==> src/sreg_hint_defines.svh <==
`ifndef SREG_HINT_DEFINES_SVH
`define SREG_HINT_DEFINES_SVH

// APB register byte offsets.
`define ADDR_CTRL 8'h00
`define ADDR_STATE 8'h04
`define ADDR_IRQ_STATUS 8'h08
`define ADDR_IRQ_MASK 8'h0C

// Control register fields.
`define CTRL_PEND_EV_BIT 0
`define CTRL_DBG_EN_BIT 1
`define CTRL_RESET 2'h0

// State register fields.
`define STATE_EVENT_BIT 0
`define STATE_WAIT_EV_BIT 1
`define STATE_WAIT_INT_BIT 2
`define STATE_THR_LSB 8

// Interrupt status bits.
`define IRQ_W 4
`define IRQ_SVC_BIT 0
`define IRQ_WAKE_BIT 1
`define IRQ_DENY_BIT 2
`define IRQ_SEV_BIT 3
`define IRQ_RESET 4'h0

// Program status layout.
`define FLAG_LSB 27
`define FLAG_W 5
`define EXC_NUM_W 9
`define EXEC_BITS_MASK 32'h0700_FC00
`define CONTROL_W 2

`endif

==> src/sreg_hint_pkg.sv <==
package sreg_hint_pkg;

  typedef enum logic [2:0] {
    OP_MOVE_FROM = 3'h0,
    OP_MOVE_TO = 3'h1,
    OP_NOP = 3'h2,
    OP_SEND_EVENT = 3'h3,
    OP_SUPER_CALL = 3'h4,
    OP_WAIT_EVENT = 3'h5,
    OP_WAIT_INT = 3'h6
  } op_t;

  typedef enum logic [4:0] {
    SR_APP = 5'h00,
    SR_APP_INT = 5'h01,
    SR_APP_EXEC = 5'h02,
    SR_PROG = 5'h03,
    SR_INT = 5'h05,
    SR_EXEC = 5'h06,
    SR_INT_EXEC = 5'h07,
    SR_MAIN_SP = 5'h08,
    SR_PROC_SP = 5'h09,
    SR_IRQ_MASK = 5'h10,
    SR_BASE_PRI = 5'h11,
    SR_BASE_RAISE = 5'h12,
    SR_FAULT_MASK = 5'h13,
    SR_CONTROL = 5'h14
  } sreg_t;

  typedef enum logic [2:0] {
    ST_RUN = 3'b001,
    ST_WAIT_EV = 3'b010,
    ST_WAIT_INT = 3'b100
  } sleep_state_t;

  typedef struct packed {
    logic valid;
    op_t op;
    sreg_t sreg;
    logic priv;
    logic [31:0] src;
  } exec_req_t;

endpackage : sreg_hint_pkg

==> src/sreg_hint_exec.sv <==
// Register access over APB and the register offsets are this design's own decisions.
`timescale 1ns/10ps
`include "sreg_hint_defines.svh"
module sreg_hint_exec
  import sreg_hint_pkg::*;
#(
  parameter int PRIO_W = 8
) (
  input wire logic pclk,
  input wire logic presetn,
  input wire logic psel,
  input wire logic penable,
  input wire logic pwrite,
  input wire logic [7:0] paddr,
  input wire logic [31:0] pwdata,
  output logic [31:0] prdata,
  output logic pready,
  output logic pslverr,
  input wire exec_req_t req,
  output logic req_ready,
  output logic done,
  output logic [31:0] rd_data,
  output logic [`FLAG_W-1:0] flags,
  output logic [PRIO_W-1:0] base_priority_threshold,
  output logic interrupt_disable_mask,
  output logic fault_disable_mask,
  output logic [`CONTROL_W-1:0] control,
  output logic [31:0] main_sp,
  output logic [31:0] proc_sp,
  output logic sev_out,
  output logic svc_raise,
  output logic sleeping,
  output logic irq,
  input wire logic [`EXC_NUM_W-1:0] exc_number,
  input wire logic [31:0] exec_state_bits,
  input wire logic exc_unmasked,
  input wire logic exc_any,
  input wire logic exc_pending_new,
  input wire logic debug_req,
  input wire logic ext_event
);

  sleep_state_t state_q, state_d;
  logic [1:0] ctrl_q;
  logic [`IRQ_W-1:0] status_q, mask_q, ev_hits;
  logic event_q, done_q, sev_q, svc_q, ready_q, irq_q;
  logic [31:0] rd_q, prdata_q;
  logic pready_q, pslverr_q;
  logic sleeping_q;
  logic [`FLAG_W-1:0] flags_q;
  logic [PRIO_W-1:0] thr_q;
  logic pmask_q, fmask_q;
  logic [`CONTROL_W-1:0] control_q;
  logic [31:0] msp_q, psp_q;

  logic take, is_move_to, is_psr, wr_allowed, ev_set, wake_ev, wake_int, wake;
  logic apb_acc, apb_wr, mapped;
  logic [PRIO_W-1:0] src_prio;
  logic [31:0] psr_view;

  assign take = req.valid && ready_q;
  assign is_move_to = take && req.op == OP_MOVE_TO;
  assign is_psr = req.sreg inside {SR_APP, SR_APP_INT, SR_APP_EXEC, SR_PROG,
                                   SR_INT, SR_EXEC, SR_INT_EXEC};
  // Unprivileged code may only touch the status registers, and there only flags.
  assign wr_allowed = req.priv;
  assign src_prio = req.src[PRIO_W-1:0];
  assign ev_set = (take && req.op == OP_SEND_EVENT) || ext_event ||
                  (exc_pending_new && ctrl_q[`CTRL_PEND_EV_BIT]);
  assign wake_ev = exc_unmasked || (exc_pending_new && ctrl_q[`CTRL_PEND_EV_BIT]) ||
                   (debug_req && ctrl_q[`CTRL_DBG_EN_BIT]) || ext_event || event_q;
  // Debug requests wake from this sleep even with debug disabled.
  assign wake_int = exc_any || debug_req;
  assign wake = (state_q == ST_WAIT_EV && wake_ev) || (state_q == ST_WAIT_INT && wake_int);
  assign apb_acc = psel && penable && pready_q;
  assign apb_wr = apb_acc && pwrite;
  assign mapped = paddr inside {`ADDR_CTRL, `ADDR_STATE, `ADDR_IRQ_STATUS, `ADDR_IRQ_MASK};
  assign ev_hits = {sev_q, is_move_to && !req.priv && !is_psr, wake, svc_q};

  always_comb begin
    psr_view = 32'h0000_0000;
    if (req.sreg inside {SR_APP, SR_APP_INT, SR_APP_EXEC, SR_PROG}) begin
      psr_view[31:`FLAG_LSB] = flags_q;
    end
    if (req.sreg inside {SR_INT, SR_APP_INT, SR_INT_EXEC, SR_PROG}) begin
      psr_view[`EXC_NUM_W-1:0] = exc_number;
    end
    if (req.sreg inside {SR_EXEC, SR_APP_EXEC, SR_INT_EXEC, SR_PROG}) begin
      psr_view = psr_view | (exec_state_bits & `EXEC_BITS_MASK);
    end
  end

  always_comb begin
    state_d = state_q;
    case (state_q)
      ST_RUN: begin
        if (take && req.op == OP_WAIT_EVENT && !event_q) begin
          state_d = ST_WAIT_EV;
        end else if (take && req.op == OP_WAIT_INT) begin
          state_d = ST_WAIT_INT;
        end
      end
      ST_WAIT_EV, ST_WAIT_INT: begin
        if (wake) begin
          state_d = ST_RUN;
        end
      end
      default: state_d = ST_RUN;
    endcase
  end

  always_ff @(posedge pclk or negedge presetn) begin
    if (!presetn) begin
      state_q <= ST_RUN;
      ready_q <= 1'b0;
      sleeping_q <= 1'b0;
    end else begin
      state_q <= state_d;
      ready_q <= state_d == ST_RUN;
      // Registered from the next state so the sleep flag leaves a flop directly.
      sleeping_q <= state_d != ST_RUN;
    end
  end

  // Events that end a wait-for-event sleep are consumed by it rather than latched.
  always_ff @(posedge pclk or negedge presetn) begin
    if (!presetn) begin
      event_q <= 1'b0;
    end else if (state_q == ST_WAIT_EV) begin
      if (wake) begin
        event_q <= 1'b0;
      end
    end else if (ev_set) begin
      event_q <= 1'b1;
    end else if (take && req.op == OP_WAIT_EVENT) begin
      event_q <= 1'b0;
    end
  end

  // A no-op is acknowledged with no other effect.
  always_ff @(posedge pclk or negedge presetn) begin
    if (!presetn) begin
      done_q <= 1'b0;
      sev_q <= 1'b0;
      svc_q <= 1'b0;
      rd_q <= 32'h0000_0000;
    end else begin
      done_q <= (take && !(req.op inside {OP_WAIT_EVENT, OP_WAIT_INT})) ||
                (take && req.op == OP_WAIT_EVENT && event_q) || wake;
      sev_q <= take && req.op == OP_SEND_EVENT;
      svc_q <= take && req.op == OP_SUPER_CALL;
      if (take && req.op == OP_MOVE_FROM) begin
        case (req.sreg)
          SR_MAIN_SP: rd_q <= msp_q;
          SR_PROC_SP: rd_q <= psp_q;
          SR_IRQ_MASK: rd_q <= {31'h0000_0000, pmask_q};
          SR_BASE_PRI, SR_BASE_RAISE: rd_q <= 32'(thr_q);
          SR_FAULT_MASK: rd_q <= {31'h0000_0000, fmask_q};
          SR_CONTROL: rd_q <= {30'h0000_0000, control_q};
          default: rd_q <= psr_view;
        endcase
      end
    end
  end

  // Flags move only on a move-to of a status register.
  always_ff @(posedge pclk or negedge presetn) begin
    if (!presetn) begin
      flags_q <= '0;
    end else if (is_move_to && is_psr) begin
      flags_q <= req.src[31:`FLAG_LSB];
    end
  end

  // Unprivileged writes to other names are dropped without a fault.
  always_ff @(posedge pclk or negedge presetn) begin
    if (!presetn) begin
      thr_q <= '0;
      pmask_q <= 1'b0;
      fmask_q <= 1'b0;
      control_q <= '0;
      msp_q <= 32'h0000_0000;
      psp_q <= 32'h0000_0000;
    end else if (is_move_to && wr_allowed) begin
      case (req.sreg)
        SR_MAIN_SP: msp_q <= req.src;
        SR_PROC_SP: psp_q <= req.src;
        SR_IRQ_MASK: pmask_q <= req.src[0];
        SR_BASE_PRI: thr_q <= src_prio;
        SR_BASE_RAISE: begin
          if (src_prio != '0 && (thr_q == '0 || src_prio < thr_q)) begin
            thr_q <= src_prio;
          end
        end
        SR_FAULT_MASK: fmask_q <= req.src[0];
        SR_CONTROL: control_q <= req.src[`CONTROL_W-1:0];
        default: thr_q <= thr_q;
      endcase
    end
  end

  always_ff @(posedge pclk or negedge presetn) begin
    if (!presetn) begin
      pready_q <= 1'b0;
      pslverr_q <= 1'b0;
      prdata_q <= 32'h0000_0000;
    end else begin
      pready_q <= psel && penable && !pready_q;
      pslverr_q <= psel && penable && !pready_q && !mapped;
      prdata_q <= 32'h0000_0000;
      if (psel && penable && !pready_q && !pwrite) begin
        case (paddr)
          `ADDR_CTRL: prdata_q <= {30'h0000_0000, ctrl_q};
          `ADDR_STATE: begin
            prdata_q[`STATE_EVENT_BIT] <= event_q;
            prdata_q[`STATE_WAIT_EV_BIT] <= state_q == ST_WAIT_EV;
            prdata_q[`STATE_WAIT_INT_BIT] <= state_q == ST_WAIT_INT;
            prdata_q[`STATE_THR_LSB +: PRIO_W] <= thr_q;
          end
          `ADDR_IRQ_STATUS: prdata_q <= 32'(status_q);
          `ADDR_IRQ_MASK: prdata_q <= 32'(mask_q);
          default: prdata_q <= 32'h0000_0000;
        endcase
      end
    end
  end

  // New events win over a write-one-to-clear in the same cycle.
  always_ff @(posedge pclk or negedge presetn) begin
    if (!presetn) begin
      ctrl_q <= `CTRL_RESET;
      mask_q <= `IRQ_RESET;
      status_q <= `IRQ_RESET;
      irq_q <= 1'b0;
    end else begin
      if (apb_wr && paddr == `ADDR_CTRL) begin
        ctrl_q <= pwdata[1:0];
      end
      if (apb_wr && paddr == `ADDR_IRQ_MASK) begin
        mask_q <= pwdata[`IRQ_W-1:0];
      end
      if (apb_wr && paddr == `ADDR_IRQ_STATUS) begin
        status_q <= (status_q & ~pwdata[`IRQ_W-1:0]) | ev_hits;
      end else begin
        status_q <= status_q | ev_hits;
      end
      irq_q <= |(status_q & mask_q);
    end
  end

  assign prdata = prdata_q;
  assign pready = pready_q;
  assign pslverr = pslverr_q;
  assign req_ready = ready_q;
  assign done = done_q;
  assign rd_data = rd_q;
  assign flags = flags_q;
  assign base_priority_threshold = thr_q;
  assign interrupt_disable_mask = pmask_q;
  assign fault_disable_mask = fmask_q;
  assign control = control_q;
  assign main_sp = msp_q;
  assign proc_sp = psp_q;
  assign sev_out = sev_q;
  assign svc_raise = svc_q;
  assign sleeping = sleeping_q;
  assign irq = irq_q;

  a_flags_hold: assert property (@(posedge pclk) disable iff (!presetn)
    (take && req.op != OP_MOVE_TO) |=> flags_q == $past(flags_q))
    else $error("flags changed on a non-writing instruction");
  a_flags_load: assert property (@(posedge pclk) disable iff (!presetn)
    (is_move_to && is_psr) |=> flags_q == $past(req.src[31:27]))
    else $error("flags not loaded from source");
  a_raise_keep: assert property (@(posedge pclk) disable iff (!presetn)
    (is_move_to && req.sreg == SR_BASE_RAISE &&
     (src_prio == '0 || (thr_q != '0 && src_prio >= thr_q))) |=> $stable(thr_q))
    else $error("raise-only write lowered or cleared threshold");
  a_raise_take: assert property (@(posedge pclk) disable iff (!presetn)
    (is_move_to && req.priv && req.sreg == SR_BASE_RAISE && src_prio != '0 &&
     (thr_q == '0 || src_prio < thr_q)) |=> thr_q == $past(src_prio))
    else $error("raise-only write not taken");
  a_unpriv_deny: assert property (@(posedge pclk) disable iff (!presetn)
    (is_move_to && !req.priv && !is_psr) |=> $stable(thr_q) && $stable(msp_q) &&
    $stable(psp_q) && $stable(pmask_q) && $stable(control_q) && done_q)
    else $error("unprivileged write changed a register");
  a_deny_flag: assert property (@(posedge pclk) disable iff (!presetn)
    (is_move_to && !req.priv && !is_psr) |=> status_q[`IRQ_DENY_BIT])
    else $error("denied write not flagged");
  a_alias_read: assert property (@(posedge pclk) disable iff (!presetn)
    (take && req.op == OP_MOVE_FROM && req.sreg == SR_BASE_RAISE) |=>
    rd_q == 32'($past(thr_q)))
    else $error("raise-only read differs from threshold");
  a_sev_event: assert property (@(posedge pclk) disable iff (!presetn)
    (take && req.op == OP_SEND_EVENT) |=> sev_q && event_q && !svc_q)
    else $error("send-event did not pulse and set event");
  // A second supervisor call taken at once may legally keep the pulse high.
  a_svc_pulse: assert property (@(posedge pclk) disable iff (!presetn)
    (take && req.op == OP_SUPER_CALL) |=> svc_q && done_q ##1
    (!svc_q || $past(take && req.op == OP_SUPER_CALL)))
    else $error("supervisor call not raised for one cycle");
  a_nop_quiet: assert property (@(posedge pclk) disable iff (!presetn)
    (take && req.op == OP_NOP) |=> done_q && !sev_q && !svc_q && $stable(flags_q))
    else $error("no-op had an effect");
  a_wfe_skip: assert property (@(posedge pclk) disable iff (!presetn)
    (take && req.op == OP_WAIT_EVENT && event_q && !ev_set) |=>
    done_q && !event_q && state_q == ST_RUN)
    else $error("wait-for-event with event set did not continue");
  a_wfe_sleep: assert property (@(posedge pclk) disable iff (!presetn)
    (take && req.op == OP_WAIT_EVENT && !event_q) |=> state_q == ST_WAIT_EV && !done_q)
    else $error("wait-for-event did not suspend");
  a_wfe_wake: assert property (@(posedge pclk) disable iff (!presetn)
    (state_q == ST_WAIT_EV && (exc_unmasked || ext_event ||
     (exc_pending_new && ctrl_q[`CTRL_PEND_EV_BIT]) ||
     (debug_req && ctrl_q[`CTRL_DBG_EN_BIT]))) |=> state_q == ST_RUN && done_q && !event_q)
    else $error("wait-for-event did not wake");
  a_wfe_stay: assert property (@(posedge pclk) disable iff (!presetn)
    (state_q == ST_WAIT_EV && !exc_unmasked && !ext_event && !event_q &&
     !(exc_pending_new && ctrl_q[`CTRL_PEND_EV_BIT]) &&
     !(debug_req && ctrl_q[`CTRL_DBG_EN_BIT])) |=> state_q == ST_WAIT_EV && !done_q)
    else $error("wait-for-event woke without a cause");
  a_wfi_sleep: assert property (@(posedge pclk) disable iff (!presetn)
    (take && req.op == OP_WAIT_INT) |=> state_q == ST_WAIT_INT && !done_q && !ready_q)
    else $error("wait-for-interrupt did not suspend");
  a_wfi_wake: assert property (@(posedge pclk) disable iff (!presetn)
    (state_q == ST_WAIT_INT && (exc_any || debug_req)) |=> state_q == ST_RUN && done_q)
    else $error("wait-for-interrupt did not wake");
  a_wfi_stay: assert property (@(posedge pclk) disable iff (!presetn)
    (state_q == ST_WAIT_INT && !exc_any && !debug_req) |=> state_q == ST_WAIT_INT && !done_q)
    else $error("wait-for-interrupt woke without a cause");
  a_status_set: assert property (@(posedge pclk) disable iff (!presetn)
    (ev_hits != '0) |=> (status_q & $past(ev_hits)) == $past(ev_hits))
    else $error("interrupt event lost against a clear");

endmodule : sreg_hint_exec

==> config.mk <==
export PLATFORM = sky130hd
export DESIGN_NAME = sreg_hint_exec
export DESIGN_NICKNAME = d
export VERILOG_FILES = /design/src/sreg_hint_pkg.sv /design/src/sreg_hint_exec.sv
export VERILOG_INCLUDE_DIRS = /design/src
export SDC_FILE = /design/constraint.sdc
export NUM_CORES = 1
export LEC_CHECK = 0
export ABC_AREA = 1
export BUFFER_PORTS_ARGS = -buffer_cell sky130_fd_sc_hd__buf_4
export CAP_MARGIN = 20
export CELL_PAD_IN_SITES_DETAIL_PLACEMENT = 0
export CELL_PAD_IN_SITES_GLOBAL_PLACEMENT = 1
export CORE_MARGIN = 5
export CORE_UTILIZATION = 25
export DETAILED_ROUTE_END_ITERATION = 10
export PLACE_DENSITY = 0.68
export SLEW_MARGIN = 5
export SYNTH_ARGS = -nofsm -noshare
export SYNTH_HDL_FRONTEND = slang
export SYNTH_SLANG_ARGS = --single-unit
==> constraint.sdc <==
create_clock -name pclk -period 1.4 [get_ports pclk]
set_input_delay 0.07 -clock pclk [delete_from_list [all_inputs] [get_ports pclk]]
set_output_delay 0.07 -clock pclk [all_outputs]
set_load 0.05 [all_outputs]
Word level (Yosys, flattened, before mapping)
Index checks and enable logic that the tools add are counted.
- order comparisons: 1
- equality and inequality tests: 28
- muxes and demuxes: 19
- bitwise gates (word level): 6
- reduce and logical (&&, ||, !) cells: 69
- operator list (kind ; count):
    one-hot mux 32 bit (6 select lines) ; 1
    2-to-1 mux 32 bit ; 1
    OR 32 x 27 -> 32 bit ; 1
    logical AND 1 bit ; 28
    == test 5 bit, second input constant ; 5
    == test 8 x 4 -> 1 bit, second input constant ; 2
    zero test 8 bit ; 2
    2-to-1 mux 16 bit ; 1
    2-to-1 mux 8 bit ; 2
    one-hot mux 8 bit (2 select lines) ; 1
    nonzero test 4 bit ; 4
    == test 5 x 3 -> 1 bit, second input constant ; 3
    == test 3 bit, second input constant ; 4
    one-hot mux 3 bit (4 select lines) ; 1
    AND reduction 2 bit ; 6
    logical OR 1 bit ; 11
    == test 5 x 2 -> 1 bit, second input constant ; 2
    == test 5 x 4 -> 1 bit, second input constant ; 2
    == test 3 x 1 -> 1 bit, second input constant ; 3
    2-to-1 mux 3 bit ; 3
    2-to-1 mux 9 bit ; 1
    AND 4 bit ; 2
    == test 8 x 3 -> 1 bit, second input constant ; 1
    less-than comparator 8 bit ; 1
    other kinds (21) ; 35
- register bits: 167
- input port bits: 133
- output and inout bits: 153
- logic and storage cells: 145

Logic depth before layout (Yosys ltp)
Gate-level depths: netlist of run 1.
- depth in word-level cells: 10
- mapped depth: 14
- mapped depth without buffers: 14

Worst setup path after synthesis of run 1
OpenSTA, ideal clock, no wires.
- path kind: register -> register
- start point: reg thr_q[5] (netlist: base_priority_threshold[5])
- end point: reg thr_q[0] (netlist: base_priority_threshold[0])
- library setup time: 120 ps
- arrival time: 1828 ps
- required time: 1280 ps
- path slack: -548 ps
- stages on the path, launching flop included: 13
- path buffers: 0
- period minus slack after synthesis: 1948 ps
- path through: dfrtp_1 > inv_1 > ha_1 > a21oi_1 > nor2_1 > nor3_1 > nand2_1 > nand2_1 > nand2_1 > nand2_4 > nand2_4 > nand2_1 > nand2_1
- word-level cells in the longest chain between the ends: 5
- elaborated cells between the ends (all ways): 6
- ends and longest elaborated chain (what ; RTL line ; text):
    start, declared ; sreg_hint_exec.sv:51 ; logic [PRIO_W-1:0] thr_q;
    start signal, assigned ; sreg_hint_exec.sv:189 ; SR_BASE_PRI: thr_q <= src_prio;
    start signal, assigned ; sreg_hint_exec.sv:192 ; thr_q <= src_prio;
    start signal, assigned ; sreg_hint_exec.sv:197 ; default: thr_q <= thr_q;
    less-than comparator 8 bit / zero test 8 bit (equally long branches) ; sreg_hint_exec.sv:191 ; if (src_prio != '0 && (thr_q == '0 || src_prio < thr_q)) begin
    logical OR 1 bit (*) ; sreg_hint_exec.sv:191 ;
    logical AND 1 bit (*) ; sreg_hint_exec.sv:191 ;
    != test 2 bit (no line) (*) ; -- ;
    AND reduction 3 bit (no line) (*) ; -- ;
Mark *: on every way between the ends. The rest lies on a longest branch, timed or not.
A chain may end at the register's enable or synchronous reset.

Worst setup path after layout of run 1
- start point: reg thr_q[5] (netlist: base_priority_threshold[5])
- end point: reg thr_q[1] (netlist: base_priority_threshold[1])
Same word-level chain as after synthesis.

==> metrics.cfg, run 1 <==
[status]
status = finished, violations left
violations = setup timing

[worst_setup_path]
critPathKind = reg2reg
crit_fanout = 8
crit_required_ns = 1.71
critPathSlowestCell = dfrtp_2
cp-start-kind = flop
cp-startpoint = base_priority_threshold[5]
arrival_ns = 1.99
end_kind = flop
r2r_cells = 12
rrSetupSlack_ns = -0.28
regToRegEndpoint = base_priority_threshold[1]
cpPeakStageDelay_ns = 0.41
crit_chain = inv_2 -> ha_4 -> a21oi_2 -> nor2_1 -> nor3_1 -> nand2_1 -> nand2_1 -> nand2_2 -> nand2_4 -> nand2_8 -> nand2_1 -> nand2_1
timing.rr.start = base_priority_threshold[5]
setup.worst_path.end = base_priority_threshold[1]
path_common_cell = nand2_1

[cts]
numCtsBuffers = 17
clk_path_buf_depth = 2
htreeDepth = 4
cts_tree = built
clock_latency_ns = 0.42
root_buffer = clkbuf_16
cts.sinks = 147
clk_pin_slew_ns = 0.07

[synthesis]
async_flop_share_pct = 100
synth_ff_type = dfrtp_1
ys_types = 46
postSynthAreaPerCell_um2 = 8.73
ys_seq_elements = 147
netlist.area_leader.share_pct = 53.3
yosys-top-cells-area = dfrtp_1, nand2_1, inv_1
ys_warn_count = 0
synth_edf_count = 0
synthCells = 785
yosysTopAreaCell = dfrtp_1
ys_seq_area_share_pct = 53.7
netlist_area_um2 = 6850

[place]
dp_hpwl_um = 18600
placedCellCount = 1381
gp_congestion = 0.833
dpl_cell_area_um2 = 9330
numPortBuffers = 214

[floorplanning]
core-area_um2 = 27000
fp.dieH_um = 176
fp-row-count = 60
die-area_um2 = 30800
dieWidth_um = 176
start_util_pct = 25.4
ios = 286

[drt]
routed_wl_um = 29600
firstDrtPassIters = 7
ant_nets = 0
via_per_inst = 4.64
avgRoutedWirePerCell_um = 19.5
vias = 7041
drc_errors = 0
first_iter_violations = 469

[power]
p_leak_nw = 6.11
irDropWorstVdd_mv = 0.662
p_per_area_nw_per_um2 = 1030

[grt]
grt_max_degree = 44
grtUsageTotal_pct = 18.9
grt_overflow = 0
antenna_found_initial = 0
first_global_vias = 7316
grt_pass1_wl_um = 44300

[layout]
final_cell_area_um2 = 12100
fill_cells = 2568
stdcell_count = 1516
synthToLayoutAreaGrowth_pct = 76.6
final_util_pct = 44.9
num-nets-final = 1302
drive_gt1_share_pct = 47.4
antenna_cells = 0

[sta]
rsz0062_at_grt = yes
hold_viol_final = 0
clock_skew_ns = 0.0118
final_max_slew_viol_count = 0
period_needed_ns = 1.68
fin_crit_sh_pct = 120
worst_slack_ns = -0.279
tns_ns = -18.75
fmax_mhz = 595
setup_viol_count_final = 113
whs_ns = 0.0188

[worst_hold_path]
worstHoldPathType = in2reg

[run]
maxCapViolations = 0

-- metal layers --
metal / share of wire (%) / global-route usage, %
met3: 6.6 / 4.84
met4: 2.8 / 6.63
met1: 44 / 24.5
met5: 0 / 0
met2: 47 / 30.6
-- timing repair --
item,in CTS,in global routing
pin swaps,22,22
hold buffers,57,0
buffers inserted,25,12
endpoints found under the hold margin,234,0
cloned,21,3
gates resized for setup,131,117
endpoints found under the setup margin,105,120
-- metrics by stage --
step	total power, W	setup slack [ns]
CTS	0.0125	-0.264
global placement	0.00729	-0.251
floorplan	0.00625	-0.285
global route	0.0129	-0.374
finish	0.0124	-0.279
detailed placement	0.00730	-0.272
-- cells by family (layout without fill, tap and decap cells) --
group | count (synthesis) | in the layout | synth area share, %
AO/OA/AOI/OAI | 175 | 175 | 13.8
AND/OR/NAND/NOR | 283 | 284 | 19.1
flip-flops | 147 | 147 | 53.7
buffers and inverters | 166 | 536 | 11.1
multiplexers | 6 | 6 | 0.986
adder cells (fa/ha/maj) | 7 | 7 | 1.28
other | 1 | 20 | 0.0547
-- synthesized netlist by cell type, types with 2 or more instances --
cell type  count
a21oi_1       29
a31oi_1        5
buf_2          9
buf_4         30
buf_6          2
clkbuf_1       2
dfrtp_1      146
ha_1           7
inv_1        114
inv_2          7
mux2_1         2
mux2_2         4
nand2_1      181
nand2_2        2
nand2_4        2
nand3_1       13
nand3_4        2
nand4_1        8
nor2_1        41
nor2_2         2
nor2_4         2
nor2_8         3
nor3_1        14
nor4_1         4
nor4_2         2
o21ai_0       29
o21ai_1       73
o22ai_1       32
-- report_power, final --
group / internal, W / leakage, nW / switching, W
registers: 0.00451 / 1.66 / 0.000178
clock network: 0.00293 / 0.305 / 0.00195
logic: 0.000993 / 4.15 / 0.00188
-- cell usage in the layout (no fill, tap or decap), drive strengths merged, types with 8 or more instances in the layout --
master,count
dfrtp,146
clkbuf,22
o21ai,102
a21oi,30
inv,126
nor3,16
nor2,48
dlygate4sd3,57
conb,20
o22ai,32
nand4,8
nand2,187
nand3,16
buf,322
-- critical path: cells and delay by family (launching register included) --
family / cells / cell delay (ns)
adders and majority gates: 1 / 0.20
DFF: 1 / 0.41
AOI/OAI and AO/OA: 1 / 0.11
buffers and inverters: 1 / 0.07
and+or+nand+nor: 9 / 0.78
-- layout make-up --
class | instances | area (µm²) | area share (%)
Timing Repair Buffer | 382 | 3710 | 30.7
Sequential cell | 147 | 3690 | 30.5
Multi-Input combinational cell | 492 | 3180 | 26.3
Inverter | 122 | 470 | 3.89
Clock buffer | 19 | 453 | 3.74
Tap cell | 341 | 427 | 3.52
Clock inverter | 13 | 169 | 1.40
-- worst min-delay path by stage --
stage | startpoint | endpoint | slack [ns] | depth (start not counted)
2_1_floorplan | presetn | base_priority_threshold[0] | -0.23 | 0
3_3_place_gp | presetn | proc_sp[25] | -0.08 | 1
3_5_place_dp | presetn | proc_sp[25] | -0.08 | 1
4_1_cts | req[5] | proc_sp[5] | 0.0001 | 4
5_1_grt | req[3] | proc_sp[3] | 0.02 | 4
6_report | exc_number[8] | rd_data[8] | 0.02 | 4
-- registers in the layout, indices dropped and copies added (netlist names), 2 cells and up --
name / cells
state_q: 3
status_q: 4
ctrl_q: 2
rd_data: 32
proc_sp: 32
prdata: 12
control: 2
base_priority_threshold: 8
flags: 5
mask_q: 4
main_sp: 32
(Power assumes the default switching activity.)
==> inputs of run 2 (changes only) <==
--- a/config.mk
+++ b/config.mk
@@ -12,9 +12,9 @@
 export CELL_PAD_IN_SITES_DETAIL_PLACEMENT = 0
 export CELL_PAD_IN_SITES_GLOBAL_PLACEMENT = 1
 export CORE_MARGIN = 5
-export CORE_UTILIZATION = 25
+export CORE_UTILIZATION = 30
 export DETAILED_ROUTE_END_ITERATION = 10
-export PLACE_DENSITY = 0.68
+export PLACE_DENSITY = 0.79
 export SLEW_MARGIN = 5
 export SYNTH_ARGS = -nofsm -noshare
 export SYNTH_HDL_FRONTEND = slang
==> metrics.cfg, run 2 (synthesis results as in run 1) <==
[worst_setup_path]
cp_top_family = buffers and inverters
timing.rr.start = req_ready
regToRegEndpoint = main_sp[21]
crit_fanout = 8
crit_chain = nand2_2 -> nor2_2 -> inv_2 -> nor2_8 -> nand2_8 -> buf_12 -> nor2_8 -> buf_12 -> clkbuf_16 -> nand2_4 -> o21ai_2
r2r_cells = 11
critPathSlowestCell = dfrtp_2
rrSetupSlack_ns = -0.24
arrival_ns = 1.98
critPathKind = reg2reg
crit_buf_inv = 4
end_kind = flop
cp-start-kind = flop
cpPeakStageDelay_ns = 0.36
crit_required_ns = 1.73

[cts]
clock_latency_ns = 0.42
cts.sinks = 147
clk_pin_slew_ns = 0.06
numCtsBuffers = 17
htreeDepth = 4
cts_tree = built
root_buffer = clkbuf_16
clk_path_buf_depth = 2

[layout]
synthToLayoutAreaGrowth_pct = 76.0
drive_gt1_share_pct = 48.2
final_cell_mix = buf_4, dfrtp_1, inv_1
antenna_cells = 0
fill_cells = 2006
seq_area_um2 = 3690
multi_input_area_um2 = 3290
num-nets-final = 1306
stdcell_count = 1464
mostFrequentLayoutCell = buf_4

[floorplanning]
core-area_um2 = 22600
fp.dieH_um = 161
start_util_pct = 30.4
fp-row-count = 55
dieWidth_um = 161
ios = 286
die-area_um2 = 26000

[power]
seq_power_share_pct = 39.5
p_leak_nw = 6.14
p_comb_share_pct = 24.1
irDropWorstVdd_mv = 0.696
p_per_area_nw_per_um2 = 993
total_power_w = 0.0120
clkPwrFrac_pct = 36.4
internal_power_w = 0.00786
switching_share_pct = 34.4
netSwitchingPower_w = 0.00412

[drt]
first_iter_violations = 440
firstDrtPassIters = 5
ant_nets = 0
via_per_inst = 4.78
avgRoutedWirePerCell_um = 18.8
drc_errors = 0
routed_wl_um = 27500
vias = 6991

[run]
maxCapViolations = 0

[sta]
final_max_slew_viol_count = 0
setup_viol_count_final = 107
clock_skew_ns = 0.0107
worst_slack_ns = -0.243
whs_ns = 0.0174
fmax_mhz = 609
hold_viol_final = 0
fin_crit_sh_pct = 117
rsz0062_at_grt = yes
tns_ns = -13.00
period_needed_ns = 1.64

[grt]
antenna_found_initial = 0
grt_overflow = 0
grtUsageTotal_pct = 19.5
first_global_vias = 7101
grt_max_degree = 61
grt_pass1_wl_um = 39900

[worst_hold_path]
hp-start = req[6]
worstHoldPathType = in2reg
holdPathStages = 4
min_to = main_sp[6]

[status]
status = finished, violations left
violations = setup timing

[place]
gp_congestion = 0.857
numPortBuffers = 214
dp_hpwl_um = 17200
placedCellCount = 1329

-- run 2: cell types whose count changed in the layout (fill, tap and decap cells not counted), sizes merged --
cell | previous run | this run
inv | 126 | 127
clkinv | 5 | 3
nand2 | 187 | 186
clkinvlp | 1 | 6
buf | 322 | 320
bufinv | 3 | 0
clkbuf | 22 | 28
-- run 2: worst max-delay path by stage --
stage / cells past startpoint / slack, ns / end / start
6_report: 11 / -0.24 / main_sp[21] / req_ready
5_1_grt: 12 / -0.39 / base_priority_threshold[4] / base_priority_threshold[6]
4_1_cts: 12 / -0.25 / base_priority_threshold[4] / base_priority_threshold[5]
3_5_place_dp: 12 / -0.27 / base_priority_threshold[3] / base_priority_threshold[5]
3_3_place_gp: 12 / -0.24 / base_priority_threshold[5] / base_priority_threshold[5]
2_1_floorplan: 12 / -0.28 / base_priority_threshold[0] / base_priority_threshold[5]
-- run 2: through the flow --
stage               area, µm²  util, %  worst slack [ns]
global placement         9320     41.3            -0.244
global route            12100     53.4            -0.391
floorplan                7060        -            -0.285
detailed placement       9320     41.3            -0.266
finish                  12100     53.4            -0.243
CTS                     11200     49.4            -0.252
-- run 2: layout make-up --
type / count / area share (%)
Sequential cell: 147 / 30.6
Timing Repair Buffer: 387 / 30.8
Clock inverter: 14 / 0.996
Inverter: 122 / 3.84
Tap cell: 285 / 2.96
Clock buffer: 18 / 3.56
Multi-Input combinational cell: 491 / 27.3
-- run 2: layer usage --
layer | global-route usage [%] | vias to the layer above | wire length [µm]
li1 | - | 3302 | -
met1 | 26.4 | 3410 | 11900
met2 | 32.3 | 258 | 13700
met3 | 3.88 | 21 | 1570
met4 | 5.12 | 0 | 265
met5 | 0 | - | 0
-- run 2: timing repair --
| item | in CTS | in global routing |
|---|---|---|
| buffers inserted | 22 | 13 |
| gates resized for setup | 52 | 210 |
| hold buffers | 57 | 1 |
| endpoints found under the setup margin | 58 | 120 |
| endpoints found under the hold margin | 239 | 1 |
| pin swaps | 4 | 21 |
| cloned | 10 | 12 |
-- run 2: worst reg2reg max path: cells and delay by family, from the launching register on --
kind | cells | cell delay, ns
AND/OR/NAND/NOR | 6 | 0.53
flip-flops | 1 | 0.36
AO/OA/AOI/OAI | 1 | 0.06
buffers and inverters | 4 | 0.61
-- run 2: power by group through the flow --
stage | Clock (W) | Sequential [W] | Combinational [W]
CTS | 0.00445 | 0.00469 | 0.00270
floorplan | 0 | 0.00563 | 0.000620
global placement | 0 | 0.00476 | 0.00251
global route | 0.00465 | 0.00476 | 0.00306
detailed placement | 0 | 0.00477 | 0.00253
finish | 0.00436 | 0.00473 | 0.00289
